<file path="src/hdl/mdu_map.vh">
`ifndef MDU_MAP_VH
`define MDU_MAP_VH
// register addresses
`define MDU_ADDR_CTRL 8'h98
`define MDU_ADDR_DATA 8'h99
// reset values
`define MDU_CTRL_RST 8'h40
`define MDU_DATA_RST 8'h00
// control field positions
`define MDU_B_MODE 7
`define MDU_B_UNUSED 6
`define MDU_B_MCE 5
`define MDU_B_REN 4
`define MDU_B_TB8 3
`define MDU_B_RB8 2
`define MDU_B_TI 1
`define MDU_B_RI 0
// reload default and counter top
`define MDU_RELOAD_RST 8'h96
`define MDU_CNT_TOP 8'hFF
// receive bit-time sampling: 16 baud-counter overflows per bit would be finer,
// here two overflows form one bit, sample on the first (mid bit)
`endif

</file>
<file path="src/hdl/mdu_baud_cnt.v">
`timescale 1ns/1ns
`include "mdu_map.vh"
// 8-bit auto-reload counter; one-cycle pulse per bit (every second overflow)
module mdu_baud_cnt (
  input wire clk_sys,
  input wire rst_n,
  input wire tick_en,
  input wire [7:0] reload,
  input wire force_reload,
  output reg half_pulse,
  output reg bit_pulse
);
  reg [7:0] cnt_r;
  reg div_r;
  // ****************************************
  // counter with forced reload and divide by two
  // ****************************************
  always @(posedge clk_sys or negedge rst_n) begin
    if (!rst_n) begin
      cnt_r <= 8'h00;
      div_r <= 1'b0;
      half_pulse <= 1'b0;
      bit_pulse <= 1'b0;
    end else begin
      half_pulse <= 1'b0;
      bit_pulse <= 1'b0;
      if (force_reload) begin
        cnt_r <= reload;
        div_r <= 1'b0;
      end else if (tick_en) begin
        if (cnt_r == `MDU_CNT_TOP) begin
          cnt_r <= reload;
          div_r <= ~div_r;
          half_pulse <= ~div_r; // first overflow: middle of bit
          bit_pulse <= div_r;   // second overflow: bit boundary
        end else begin
          cnt_r <= cnt_r + 8'h01;
        end
      end
    end
  end
endmodule // mdu_baud_cnt

</file>
<file path="src/hdl/mdu_uart.v">
`timescale 1ns/1ns
`include "mdu_map.vh"
//
// Operation
// - ninth bit one marks address byte
// - filter on: accept only ninth-bit-one frames
// - filter off: ninth bit ignored
// - 8-bit filter requires stop bit high
// - control bit 7 picks 8/9-bit
// - control bit 6 reads one, unwritable
// - control bit 4 enables receiver
// - 9-bit mode sends control bit 3
// - bit 2 captures stop/ninth bit
// - tx done after data bits
// - rx done at stop sample
// - done flags raise interrupt when enabled
// - only software clears done flags
// - data write starts transmission
// - data read returns receive latch
// - filtered frames give no flag
// - bit rate is half overflow rate
// - start edge forces receive reload
// - start, eight (9-bit mode: nine) LSB-first data, stop
// - load only when receive flag clear
module mdu_uart #(
  parameter RELOAD_DEF = `MDU_RELOAD_RST
) (
  input wire clk_sys,
  input wire rst_n,
  input wire [7:0] reg_addr,
  input wire [7:0] reg_wdata,
  input wire reg_wr,
  input wire reg_rd,
  input wire [7:0] baud_reload_byte,
  input wire timer_tick_en,
  input wire irq_enable,
  input wire serial_in_pin,
  output reg [7:0] reg_rdata,
  output reg serial_out_pin,
  output reg irq_req
);
  // ****************************************
  // state codes
  // ****************************************
  localparam [3:0] ST_IDLE = 4'b0001;
  localparam [3:0] ST_START = 4'b0010;
  localparam [3:0] ST_DATA = 4'b0100;
  localparam [3:0] ST_STOP = 4'b1000;

  reg frame_width_select_r;
  reg multidrop_filter_enable_r;
  reg receiver_enable_bit_r;
  reg tx_ninth_bit_r;
  reg rx_ninth_bit_r;
  reg tx_done_flag_r;
  reg rx_done_flag_r;
  reg [7:0] rx_latch_r;
  reg [3:0] tx_st_r;
  reg [8:0] tx_shift_r;
  reg [3:0] tx_cnt_r;
  reg [3:0] rx_st_r;
  reg [8:0] rx_shift_r;
  reg [3:0] rx_cnt_r;
  reg rx_pin_d_r;
  reg tx_kick_r;
  wire tx_half;
  wire tx_bit;
  wire rx_half;
  wire rx_bit;
  wire wr_ctrl;
  wire wr_data;
  wire start_edge;
  wire tx_set;
  wire rx_set;
  wire rx_accept;
  wire rx_ninth_val;
  wire [3:0] n_bits;
  wire [7:0] ctrl_view;

  assign wr_ctrl = reg_wr && (reg_addr == `MDU_ADDR_CTRL);
  assign wr_data = reg_wr && (reg_addr == `MDU_ADDR_DATA);
  assign n_bits = frame_width_select_r ? 4'h9 : 4'h8;
  assign start_edge = (rx_st_r == ST_IDLE) && receiver_enable_bit_r && rx_pin_d_r &&
                      !serial_in_pin;

  // ****************************************
  // baud counters, transmit and receive
  // ****************************************
  // half overflow rate
  mdu_baud_cnt u_tx_baud (
    .clk_sys(clk_sys),
    .rst_n(rst_n),
    .tick_en(timer_tick_en),
    .reload(baud_reload_byte),
    .force_reload(tx_kick_r),
    .half_pulse(tx_half),
    .bit_pulse(tx_bit)
  );
  mdu_baud_cnt u_rx_baud (
    .clk_sys(clk_sys),
    .rst_n(rst_n),
    .tick_en(timer_tick_en),
    .reload(baud_reload_byte),
    .force_reload(start_edge),
    .half_pulse(rx_half),
    .bit_pulse(rx_bit)
  );

  // ****************************************
  // transmitter
  // ****************************************
  // done at stop start
  assign tx_set = (tx_st_r == ST_DATA) && tx_bit && (tx_cnt_r == n_bits - 4'h1);

  // shift frame out, LSB first
  always @(posedge clk_sys or negedge rst_n) begin
    if (!rst_n) begin
      tx_st_r <= ST_IDLE;
      tx_shift_r <= 9'h000;
      tx_cnt_r <= 4'h0;
      tx_kick_r <= 1'b0;
      serial_out_pin <= 1'b1;
    end else begin
      tx_kick_r <= 1'b0;
      if (wr_data) begin
        tx_shift_r <= {tx_ninth_bit_r, reg_wdata};
        tx_cnt_r <= 4'h0;
        tx_kick_r <= 1'b1;
        tx_st_r <= ST_START;
        serial_out_pin <= 1'b0;
      end else begin
        case (tx_st_r)
          ST_IDLE: begin
            serial_out_pin <= 1'b1;
          end
          ST_START: begin
            if (tx_bit) begin
              serial_out_pin <= tx_shift_r[0];
              tx_shift_r <= {1'b0, tx_shift_r[8:1]};
              tx_st_r <= ST_DATA;
            end
          end
          ST_DATA: begin
            if (tx_bit) begin
              if (tx_cnt_r == n_bits - 4'h1) begin
                serial_out_pin <= 1'b1; // stop bit
                tx_st_r <= ST_STOP;
              end else begin
                serial_out_pin <= tx_shift_r[0];
                tx_shift_r <= {1'b0, tx_shift_r[8:1]};
                tx_cnt_r <= tx_cnt_r + 4'h1;
              end
            end
          end
          ST_STOP: begin
            if (tx_bit) begin
              tx_st_r <= ST_IDLE;
            end
          end
          default: begin
            tx_st_r <= ST_IDLE;
          end
        endcase
      end
    end
  end

  // ****************************************
  // receiver
  // ****************************************
  assign rx_ninth_val = frame_width_select_r ? rx_shift_r[8] : serial_in_pin;
  assign rx_accept = !rx_done_flag_r &&
                     (!multidrop_filter_enable_r || rx_ninth_val);
  assign rx_set = (rx_st_r == ST_STOP) && rx_half && rx_accept;

  // sample at mid bit
  always @(posedge clk_sys or negedge rst_n) begin
    if (!rst_n) begin
      rx_st_r <= ST_IDLE;
      rx_shift_r <= 9'h000;
      rx_cnt_r <= 4'h0;
      rx_pin_d_r <= 1'b1;
    end else begin
      rx_pin_d_r <= serial_in_pin;
      case (rx_st_r)
        ST_IDLE: begin
          if (start_edge) begin
            rx_st_r <= ST_START;
            rx_cnt_r <= 4'h0;
          end
        end
        ST_START: begin
          if (rx_half) begin
            rx_st_r <= serial_in_pin ? ST_IDLE : ST_DATA; // false start check
          end
        end
        ST_DATA: begin
          if (rx_half) begin
            if (frame_width_select_r) begin
              rx_shift_r <= {serial_in_pin, rx_shift_r[8:1]};
            end else begin
              rx_shift_r <= {1'b0, serial_in_pin, rx_shift_r[7:1]};
            end
            if (rx_cnt_r == n_bits - 4'h1) begin
              rx_st_r <= ST_STOP;
            end else begin
              rx_cnt_r <= rx_cnt_r + 4'h1;
            end
          end
        end
        ST_STOP: begin
          if (rx_half) begin
            rx_st_r <= ST_IDLE;
          end
        end
        default: begin
          rx_st_r <= ST_IDLE;
        end
      endcase
    end
  end

  // ****************************************
  // control register and receive latch
  // ****************************************
  always @(posedge clk_sys or negedge rst_n) begin
    if (!rst_n) begin
      frame_width_select_r <= 1'b0;
      multidrop_filter_enable_r <= 1'b0;
      receiver_enable_bit_r <= 1'b0;
      tx_ninth_bit_r <= 1'b0;
      rx_ninth_bit_r <= 1'b0;
      tx_done_flag_r <= 1'b0;
      rx_done_flag_r <= 1'b0;
      rx_latch_r <= `MDU_DATA_RST;
    end else begin
      if (wr_ctrl) begin
        frame_width_select_r <= reg_wdata[`MDU_B_MODE];
        multidrop_filter_enable_r <= reg_wdata[`MDU_B_MCE];
        receiver_enable_bit_r <= reg_wdata[`MDU_B_REN];
        tx_ninth_bit_r <= reg_wdata[`MDU_B_TB8];
        rx_ninth_bit_r <= reg_wdata[`MDU_B_RB8];
      end
      tx_done_flag_r <= tx_set | (wr_ctrl ? reg_wdata[`MDU_B_TI] : tx_done_flag_r);
      rx_done_flag_r <= rx_set | (wr_ctrl ? reg_wdata[`MDU_B_RI] : rx_done_flag_r);
      if (rx_set) begin
        rx_latch_r <= rx_shift_r[7:0];
        rx_ninth_bit_r <= rx_ninth_val;
      end
    end
  end

  assign ctrl_view = {frame_width_select_r, 1'b1, multidrop_filter_enable_r,
                      receiver_enable_bit_r, tx_ninth_bit_r, rx_ninth_bit_r,
                      tx_done_flag_r, rx_done_flag_r};

  // ****************************************
  // read port and interrupt request
  // ****************************************
  always @(posedge clk_sys or negedge rst_n) begin
    if (!rst_n) begin
      reg_rdata <= 8'h00;
      irq_req <= 1'b0;
    end else begin
      if (reg_rd && reg_addr == `MDU_ADDR_CTRL) begin
        reg_rdata <= ctrl_view;
      end else if (reg_rd && reg_addr == `MDU_ADDR_DATA) begin
        reg_rdata <= rx_latch_r;
      end else if (reg_rd) begin
        reg_rdata <= 8'h00;
      end
      irq_req <= irq_enable && (tx_done_flag_r || rx_done_flag_r);
    end
  end
endmodule // mdu_uart

</file>
<file path="config.mk">
export PLATFORM = sky130hd
export DESIGN_NAME = mdu_uart
export DESIGN_NICKNAME = d
export VERILOG_FILES = /design/src/hdl/mdu_baud_cnt.v /design/src/hdl/mdu_uart.v
export VERILOG_INCLUDE_DIRS = /design/src /design/src/hdl
export SDC_FILE = /design/constraint.sdc
export NUM_CORES = 1
export LEC_CHECK = 0
export BUFFER_PORTS_ARGS = -buffer_cell sky130_fd_sc_hd__buf_2
export CAP_MARGIN = 20
export CORE_ASPECT_RATIO = 0.6
export CORE_MARGIN = 1
export CORE_UTILIZATION = 30
export CTS_BUF_LIST = sky130_fd_sc_hd__clkbuf_8 sky130_fd_sc_hd__clkbuf_16
export CTS_CLUSTER_DIAMETER = 50
export DETAILED_ROUTE_END_ITERATION = 10
export GPL_TIMING_DRIVEN = 0
export PLACE_DENSITY = 0.43
export SLEW_MARGIN = 20
export SYNTH_ARGS = -nofsm -noshare
export SYNTH_HDL_FRONTEND = slang
export SYNTH_SLANG_ARGS = --single-unit
</file>
<file path="constraint.sdc">
create_clock -name clk_sys -period 3.78 [get_ports clk_sys]
set_clock_uncertainty 0.1 [all_clocks]
set_input_delay 0.945 -clock clk_sys [delete_from_list [all_inputs] [get_ports clk_sys]]
set_output_delay 0.945 -clock clk_sys [all_outputs]
set_load 0.01 [all_outputs]
</file>
# Word-level counts from Yosys, hierarchy flattened
# Cells that the tools add are included.
# Widths: inputs -> output; s select.
# word_totals
register_bits	81
inputBits	31
output_inout_bits	10
wordCells	159
# classes
addsub	5
eq_ne	27
muxes	60
bitwise_logic	4
n_reduce_logical	38
# ops
operator	n
$mux 8	9
$mux 4	17
$mux 9	5
$eq 8x8->1 const B	4
$pmux 4 s4	2
$mux 1	23
$pmux 9 s2	1
$add 8x1->8 const B	2
$reduce_bool 2->1	8
$logic_and 1x1->1	13
$ne 3x2->1 const B	4
$ne 2x2->1 const B	5
$reduce_and 5->1	2
$add 4x1->4 const B	2
$eq 4x1->1 const B	2
$eq 4x2->1 const B	2
$eq 4x3->1 const B	2
$eq 4x4->1	2
$eq 4x4->1 const B	2
$pmux 4 s2	1
$reduce_and 4->1	2
$ne 2x1->1 const B	3
$reduce_and 2->1	3
$reduce_and 3->1	2
other kinds (10)	16

# Depth between registers and ports, before layout
# Gate-level depths: netlist of run 1.
# depth
ltp_word	7
mapped_depth	6
ltp_nobuf	5

# Modules after synthesis
# From an unflattened synthesis of run 1, not the netlist that was laid out.
# hier_totals
hier_cells	413
hier_area_um2	4354.2
# modules_own_cells
mod	n_inst	cells_per_inst	area_per_inst_um2	seq_area_each_um2
mdu_uart	1	263	2950.3	1531.5
mdu_baud_cnt	2	75	701.9	275.3

# Worst setup path after synthesis of run 1
# No wires, ideal clock.
# synth_timing
path_type	input port to flip-flop
start	input port reg_addr[2]
end	register tx_shift_r[4]
setup_ns	0.092
t_arrival_ns	2.152
required_time_ns	3.588
setup_slack_ns	1.435
cell_stages	6
path_buffers	1
path_cell_list	nor4bb_1 > nand4_1 > inv_2 > buf_1 > nand2_1 > o221ai_1
# synth_between
elab_chain_cells	4
elab_cells_between_ends	8
cone_classes	eq/ne (4); mux (1); reduce/logical (3)
# synth_lines
item	line_no	source
from (decl)	mdu_uart.v:30	input wire [7:0] reg_addr,
$eq 8x8->1 (no source line) (*)	--	
$logic_and 1x1->1 (*)	mdu_uart.v:81	assign wr_data = reg_wr && (reg_addr == `MDU_ADDR_DATA);
net wr_data	mdu_uart.v:71	wire wr_data;
$ne 3x3->1 (no source line), or another cell as far along	--	
$reduce_and 4->1 (no source line)	--	
to (signal assigned)	mdu_uart.v:126	tx_shift_r <= {tx_ninth_bit_r, reg_wdata};
to (signal assigned)	mdu_uart.v:139	tx_shift_r <= {1'b0, tx_shift_r[8:1]};
to (signal assigned)	mdu_uart.v:150	tx_shift_r <= {1'b0, tx_shift_r[8:1]};
to (decl)	mdu_uart.v:59	reg [8:0] tx_shift_r;
# Mark *: on every way through the listed nets, which the timed path passes. The rest lies on a longest branch.
# A chain may end at the register's enable or synchronous reset.

# Worst setup path in the final report of run 1
# Same ends and word-level chain as after synthesis.

==> results of run 1 <==
## flip-flops by register name, indices dropped and copies added, names as in the netlist, 4 cells and up
signal	count
reg_rdata	8
rx_shift_r	9
rx_st_r	4
u_tx_baud.cnt_r	8
tx_shift_r	9
u_rx_baud.cnt_r	8
tx_st_r	4
tx_cnt_r	4
rx_cnt_r	4
rx_latch_r	8
## placed cells by master, fill, tap and decap left out, types with 4 or more instances in the layout
cell / Yosys / layout
dfrtp_1: 77 / 77
buf_2: 2 / 40
nand2_1: 37 / 37
inv_1: 29 / 29
mux2_1: 23 / 23
nor2_1: 20 / 20
a21oi_1: 16 / 16
nand3_1: 14 / 14
o21ai_0: 12 / 12
o22ai_1: 11 / 11
clkbuf_1: 10 / 10
mux2_2: 10 / 10
nor3_1: 10 / 10
clkbuf_16: 0 / 9
nand4_1: 8 / 8
mux2i_1: 8 / 8
o221ai_1: 8 / 8
nor4_1: 5 / 5
and3_1: 5 / 5
nand3b_1: 4 / 4
o31ai_1: 4 / 4
ha_1: 4 / 4
dfstp_2: 4 / 4
## metal layers
metal  share of wire, %  vias up  routed length, um
li1                   -     1608                  -
met1                 55     1630               5590
met2                 40       54               4050
met3                4.4        8                446
met4               0.78        0                 79
met5                  0        -                  0
## power groups by stage
stage | clock, mW | combinational (mW) | sequential [mW]
final | 0.923 | 0.405 | 1.10
after global routing | 0.990 | 0.463 | 1.12
after CTS | 0.954 | 0.410 | 1.10
after detailed placement | 0 | 0.409 | 1.11
after global placement | 0 | 0.399 | 1.11
after floorplan | 0 | 0.297 | 1.08
## per-stage QoR
stage	hold slack, ns	std cells	setup slack [ns]
after floorplan	0.329	403	1.44
after global placement	0.339	612	0.829
after detailed placement	0.351	613	0.818
after CTS	0.357	629	1.16
after global routing	0.368	629	0.987
final	0.352	629	1.20
## layout make-up
class                   count  area [sq um]
plain buffers              15          66.3
clock buffers              11           253
clock inverters             5          62.6
fillers                  1334          8290
inverters                  30           113
multi-input cells         277          1960
flip-flops and latches     81          2030
well taps                 170           213
repair buffers             40           218
## logic make-up (layout without fill, tap and decap cells)
group	after synthesis	in the layout	share of synthesized area, %
and+or+nand+nor	132	132	17.4
AOI/OAI and AO/OA	95	95	16.6
xor gates and xnor gates	5	5	1.05
DFF	81	81	48.7
muxes	41	41	10.8
buffers and inverters	45	101	4.29
adders and majority gates	4	4	1.20
## final timing paths
kind                                         to  slack [ns]  cells after the start
max in group asynchronous        tx_ninth_bit_r        2.40                      2
hold reg to reg            u_rx_baud.half_pulse        0.35                      1
setup / recovery                  tx_shift_r[4]        1.20                      7
hold / removal             u_rx_baud.half_pulse        0.35                      1
setup reg to reg             u_tx_baud.cnt_r[3]        1.50                      6
min in group asynchronous    u_rx_baud.cnt_r[1]        0.55                      1
## critical path: cells and delay by family
family	cells	cell delay (ns)
AND/OR/NAND/NOR	3	0.93
buffers and inverters	3	0.78
AO/OA/AOI/OAI	1	0.08
==> results.py, run 1 <==
metrics = {
    "timing": {
        "hold_viol_final": 0,
        "fmax_mhz": 387,
        "slew_violations": 0,
        "setup_violations": 0,
        "rsz0062_at_grt": "false",
        "period_needed_ns": 2.58,
        "max_slew_margin_pct": 53.9,
        "fin_tns_setup_ns": 0,
        "tightestPinTransition_ns": 0.691,
        "period_share_pct": 68.4,
    },
    "cts": {
        "clock_path_buffers": 2,
        "cts_tree": "yes",
        "clk_latency_ns": 0.34,
        "clock_sinks": 81,
        "path_clk_slew_ns": 0.06,
        "hold_buffers": 0,
        "postCtsSetupBuffers": 0,
        "root_buffer": "clkbuf_16",
        "htreeDepth": 3,
        "cts_buffers": 9,
        "postCtsResizedCells": 0,
    },
    "global_routing": {
        "grtUsageMet3_pct": 3.94,
        "overflow": 0,
        "grt_max_degree": 51,
        "antenna_found_initial": 0,
        "met1_usage_pct": 23.4,
        "grt_usage_pct": 15.1,
        "first_global_vias": 3100,
        "grt-busiest-layer": "met1",
        "grt_use_met2_pct": 20.2,
        "grt_pass1_wl_mm": 16.6,
    },
    "worst_hold_path": {
        "hp-start": "u_rx_baud.div_r",
        "hold_path.class": "flip-flop to flip-flop",
    },
    "placement": {
        "dpl.hpwl_mm": 7.49,
        "postPlaceCellArea_sq_mm": 0.00461,
        "numPortBuffers": 39,
        "gp_congestion": 0.793,
    },
    "worst_setup_path": {
        "path_cells": "buf_2 > nor4bb_1 > nand4_1 > inv_2 > buf_1 > nand2_1 > o221ai_1",
        "path_max_fanout": 10,
        "cp-end-kind": "flip-flop",
        "crit_slowest_cell": "nor4bb_1",
        "slowest_delay_ns": 0.44,
        "path_class": "input pin to flip-flop",
        "worstPathRequired_ns": 3.93,
        "cp.arrival_ns": 2.73,
        "r2r-start": "u_tx_baud.cnt_r[0]",
        "crit_path_start": "reg_addr[2]",
        "startpoint_type": "input pin",
    },
    "floorplan": {
        "die_h_um": 93.4,
        "io_pins": 41,
        "fp.dieW_um": 154,
        "die-area_sq_mm": 0.0144,
        "core_sq_mm": 0.0132,
        "num_rows": 32,
        "initial_core_util_pct": 31.6,
    },
    "yosys": {
        "yosysWarnings": 0,
        "synth_seq_cells": 81,
        "yosys.area.top_type": "dfrtp_1",
        "yosysMostFrequentCell": "dfrtp_1",
        "yosysTopAreaCellShare_pct": 46.1,
        "ys.flop_type": "dfrtp_1",
        "synth_edf_count": 0,
        "synthCells": 403,
        "synth.avg_cell_area_sq_um": 10.4,
        "synth-async-reset-ratio_pct": 100,
        "ys_types": 73,
        "synth_seq_area_share_pct": 48.7,
        "synth_top_cells_by_area": "dfrtp_1 46%, mux2_1 6.2%, nand2_1 3.3%",
        "synthTopCellsByCount": "77 x dfrtp_1, 37 x nand2_1, 29 x inv_1",
        "syn_area_sq_mm": 0.00418,
        "syn_nets": 438,
    },
    "detailed_routing": {
        "drc": 0,
        "drt-initial-drc-count": 205,
        "viasPerCell": 5.25,
        "wire_per_inst_um": 16.2,
        "wirelength_mm": 10.2,
        "vias": 3300,
        "final_antenna_net_count": 0,
        "first_pass_iters": 5,
    },
    "job": {
        "cap_viol_max_count": 0,
    },
    "pwr": {
        "combPwrFrac_pct": 16.7,
        "p_clk_share_pct": 38.0,
        "peakVddDrop_uv": 216,
        "powerDensity_mw_per_mm2": 494,
        "p_int_mw": 1.71,
        "total_power_mw": 2.43,
        "p_leak_nw": 2.22,
        "p_seq_share_pct": 45.4,
        "switchingPower_mw": 0.716,
        "p_sw_share_pct": 29.5,
    },
    "finish": {
        "final_util_pct": 37.2,
        "diodes": 0,
        "final_cell_area_sq_mm": 0.00492,
        "fin_nets": 489,
        "final_layout_size_suffix_gt1_share_pct": 18.7,
        "syn2layout_area_growth_pct": 17.9,
    },
    "status": {
        "status": "finished clean",
    },
}
Power figures use the tool's default switching activity.
==> inputs of run 2 (changes only) <==
--- a/config.mk
+++ b/config.mk
@@ -15,7 +15,7 @@
 export CTS_CLUSTER_DIAMETER = 50
 export DETAILED_ROUTE_END_ITERATION = 10
 export GPL_TIMING_DRIVEN = 0
-export PLACE_DENSITY = 0.43
+export PLACE_DENSITY = 0.45
 export SLEW_MARGIN = 20
 export SYNTH_ARGS = -nofsm -noshare
 export SYNTH_HDL_FRONTEND = slang
==> constraint.sdc (replaced) <==
create_clock -name clk_sys -period 2.25 [get_ports clk_sys]
set_clock_uncertainty 0.1 [all_clocks]
set_input_delay 0.5625 -clock clk_sys [delete_from_list [all_inputs] [get_ports clk_sys]]
set_output_delay 0.5625 -clock clk_sys [all_outputs]
set_load 0.01 [all_outputs]
==> run 2 against run 1 <==
Against the previous run:
- worst hold slack worse by 0.26 ns
- global-route usage rose by 0.22 points
- largest power group unchanged
- sequential share of layout area fell by 0.084 points
- critical path depth decreased by 2
- worst setup slack worse by 1.1 ns
- register-to-register slack worse by 1.4 ns
- critical endpoint is now rx_cnt_r[0]
==> results.py, run 2 (synthesis results as in run 1) <==
metrics = {
    "status": {
        "status": "finished clean",
    },
    "global_routing": {
        "overflow": 0,
        "grt_pass1_wl_mm": 17.1,
        "grtUsageMet3_pct": 3.48,
        "grt-busiest-layer": "met1",
        "first_global_vias": 3179,
        "grt_max_degree": 50,
        "met1_usage_pct": 24.0,
        "grt_usage_pct": 15.3,
        "grt_use_met2_pct": 20.6,
        "antenna_found_initial": 0,
    },
    "finish": {
        "multiInputGateArea_sq_mm": 0.00198,
        "syn2layout_area_growth_pct": 18.1,
        "final_layout_size_suffix_gt1_share_pct": 19.0,
        "layout_commonest_cell": "dfrtp_1",
        "final_cell_mix": "77 x dfrtp_1, 41 x buf_2, 37 x nand2_1, 29 x inv_1, 23 x mux2_1",
        "fillCellCount": 1341,
        "reg_top3": "rx_shift_r: 9 flops, tx_shift_r: 9 flops",
        "fin_nets": 488,
        "final_cell_area_sq_mm": 0.00493,
        "diodes": 0,
        "instances_no_fill": 628,
        "seq_area_sq_mm": 0.00203,
        "final_util_pct": 37.3,
    },
    "cts": {
        "cts_tree": "yes",
        "clock_sinks": 81,
        "htreeDepth": 3,
        "postCtsSetupBuffers": 0,
        "path_clk_slew_ns": 0.06,
        "hold_buffers": 0,
        "clock_path_buffers": 2,
        "cts_buffers": 9,
        "root_buffer": "clkbuf_16",
        "clk_latency_ns": 0.34,
    },
    "floorplan": {
        "initial_core_util_pct": 31.6,
        "io_pins": 41,
        "num_rows": 32,
        "fp.dieW_um": 154,
        "core_sq_mm": 0.0132,
        "die-area_sq_mm": 0.0144,
        "die_h_um": 93.4,
    },
    "worst_setup_path": {
        "r2r-start": "rx_st_r[0]",
        "crit_slowest_cell": "or4b_4",
        "worstPathRequired_ns": 2.37,
        "path_max_fanout": 10,
        "crit_path_end": "rx_cnt_r[0]",
        "path_cells": "buf_2 > or4b_4 > a41o_1 > o21ai_2 > mux2_1",
        "reg2reg_to": "rx_cnt_r[0]",
        "path_class": "flip-flop to flip-flop",
        "cp.arrival_ns": 2.30,
        "cp-end-kind": "flip-flop",
        "reg2reg_depth": 5,
        "slowest_delay_ns": 0.55,
        "r2r_slack_ns": 0.07,
        "startpoint_type": "flip-flop",
        "crit_path_start": "rx_st_r[0]",
    },
    "timing": {
        "fmax_mhz": 458,
        "rsz0062_at_grt": "false",
        "period_needed_ns": 2.18,
        "finalWorstSetupSlack_ns": 0.0688,
        "holdWs_ns": 0.0899,
        "hold_viol_final": 0,
        "slew_violations": 0,
        "setup_violations": 0,
        "tightestPinTransition_ns": 0.650,
        "max_slew_margin_pct": 56.1,
        "period_share_pct": 96.9,
        "fin_tns_setup_ns": 0,
    },
    "worst_hold_path": {
        "hold_path.class": "input pin to asynchronous set/reset pin",
    },
    "detailed_routing": {
        "first_pass_iters": 4,
        "wire_per_inst_um": 16.2,
        "viasPerCell": 5.21,
        "final_antenna_net_count": 0,
        "drt-initial-drc-count": 187,
        "vias": 3273,
        "wirelength_mm": 10.2,
        "drc": 0,
    },
    "pwr": {
        "switchingPower_mw": 1.22,
        "p_clk_share_pct": 37.0,
        "powerDensity_mw_per_mm2": 820,
        "p_seq_share_pct": 46.0,
        "peakVddDrop_uv": 401,
        "p_int_mw": 2.83,
        "combPwrFrac_pct": 17.0,
        "total_power_mw": 4.04,
        "p_sw_share_pct": 30.2,
        "p_leak_nw": 2.22,
    },
    "placement": {
        "numPortBuffers": 39,
        "preCtsSetupSlack_ns": -0.426,
        "gp_congestion": 0.784,
        "postPlaceCellArea_sq_mm": 0.00461,
        "dp.cells": 613,
        "dpl.hpwl_mm": 7.62,
    },
    "job": {
        "cap_viol_max_count": 0,
    },
}
run 2: worst min path at each step:
| stage | slack, ns | to |
|---|---|---|
| after detailed placement | 0.35 | u_rx_baud.half_pulse |
| after CTS | 0.10 | u_rx_baud.cnt_r[1] |
| after global routing | 0.12 | u_rx_baud.cnt_r[1] |
| final | 0.09 | u_rx_baud.cnt_r[1] |
| after global placement | 0.34 | u_rx_baud.half_pulse |
| after floorplan | 0.17 | frame_width_select_r |
run 2: area by class of cell:
| cell class | count | share of cell area, % |
|---|---|---|
| clock buffers | 9 | 4.57 |
| flip-flops and latches | 81 | 41.2 |
| inverters | 30 | 2.28 |
| plain buffers | 14 | 1.29 |
| multi-input cells | 277 | 40.2 |
| well taps | 170 | 4.31 |
| repair buffers | 40 | 4.57 |
| clock inverters | 7 | 1.55 |
run 2: timing repair:
action                                  4_1_cts  5_1_grt
pin swaps                                     0        2
endpoints found under the setup margin        5        9
resized for setup                             2        1
run 2: metal layers:
metal | wire, um | up-vias
met5 | 0 | -
met4 | 103 | 0
met2 | 4030 | 47
met1 | 5790 | 1605
met3 | 254 | 11
li1 | - | 1610
run 2: worst max-delay path: cells and delay by family (launching register included):
family / cells / cell delay [ns]
simple gates: 1 / 0.55
buf+inv: 1 / 0.17
compound gates: 2 / 0.54
mux: 1 / 0.35
flops: 1 / 0.36
run 2: power groups by stage:
stage | Combinational, mW | Sequential [mW] | Clock (mW)
after floorplan | 0.499 | 1.82 | 0
after global placement | 0.665 | 1.87 | 0
after detailed placement | 0.687 | 1.87 | 0
after CTS | 0.690 | 1.85 | 1.55
after global routing | 0.786 | 1.89 | 1.61
final | 0.688 | 1.86 | 1.50
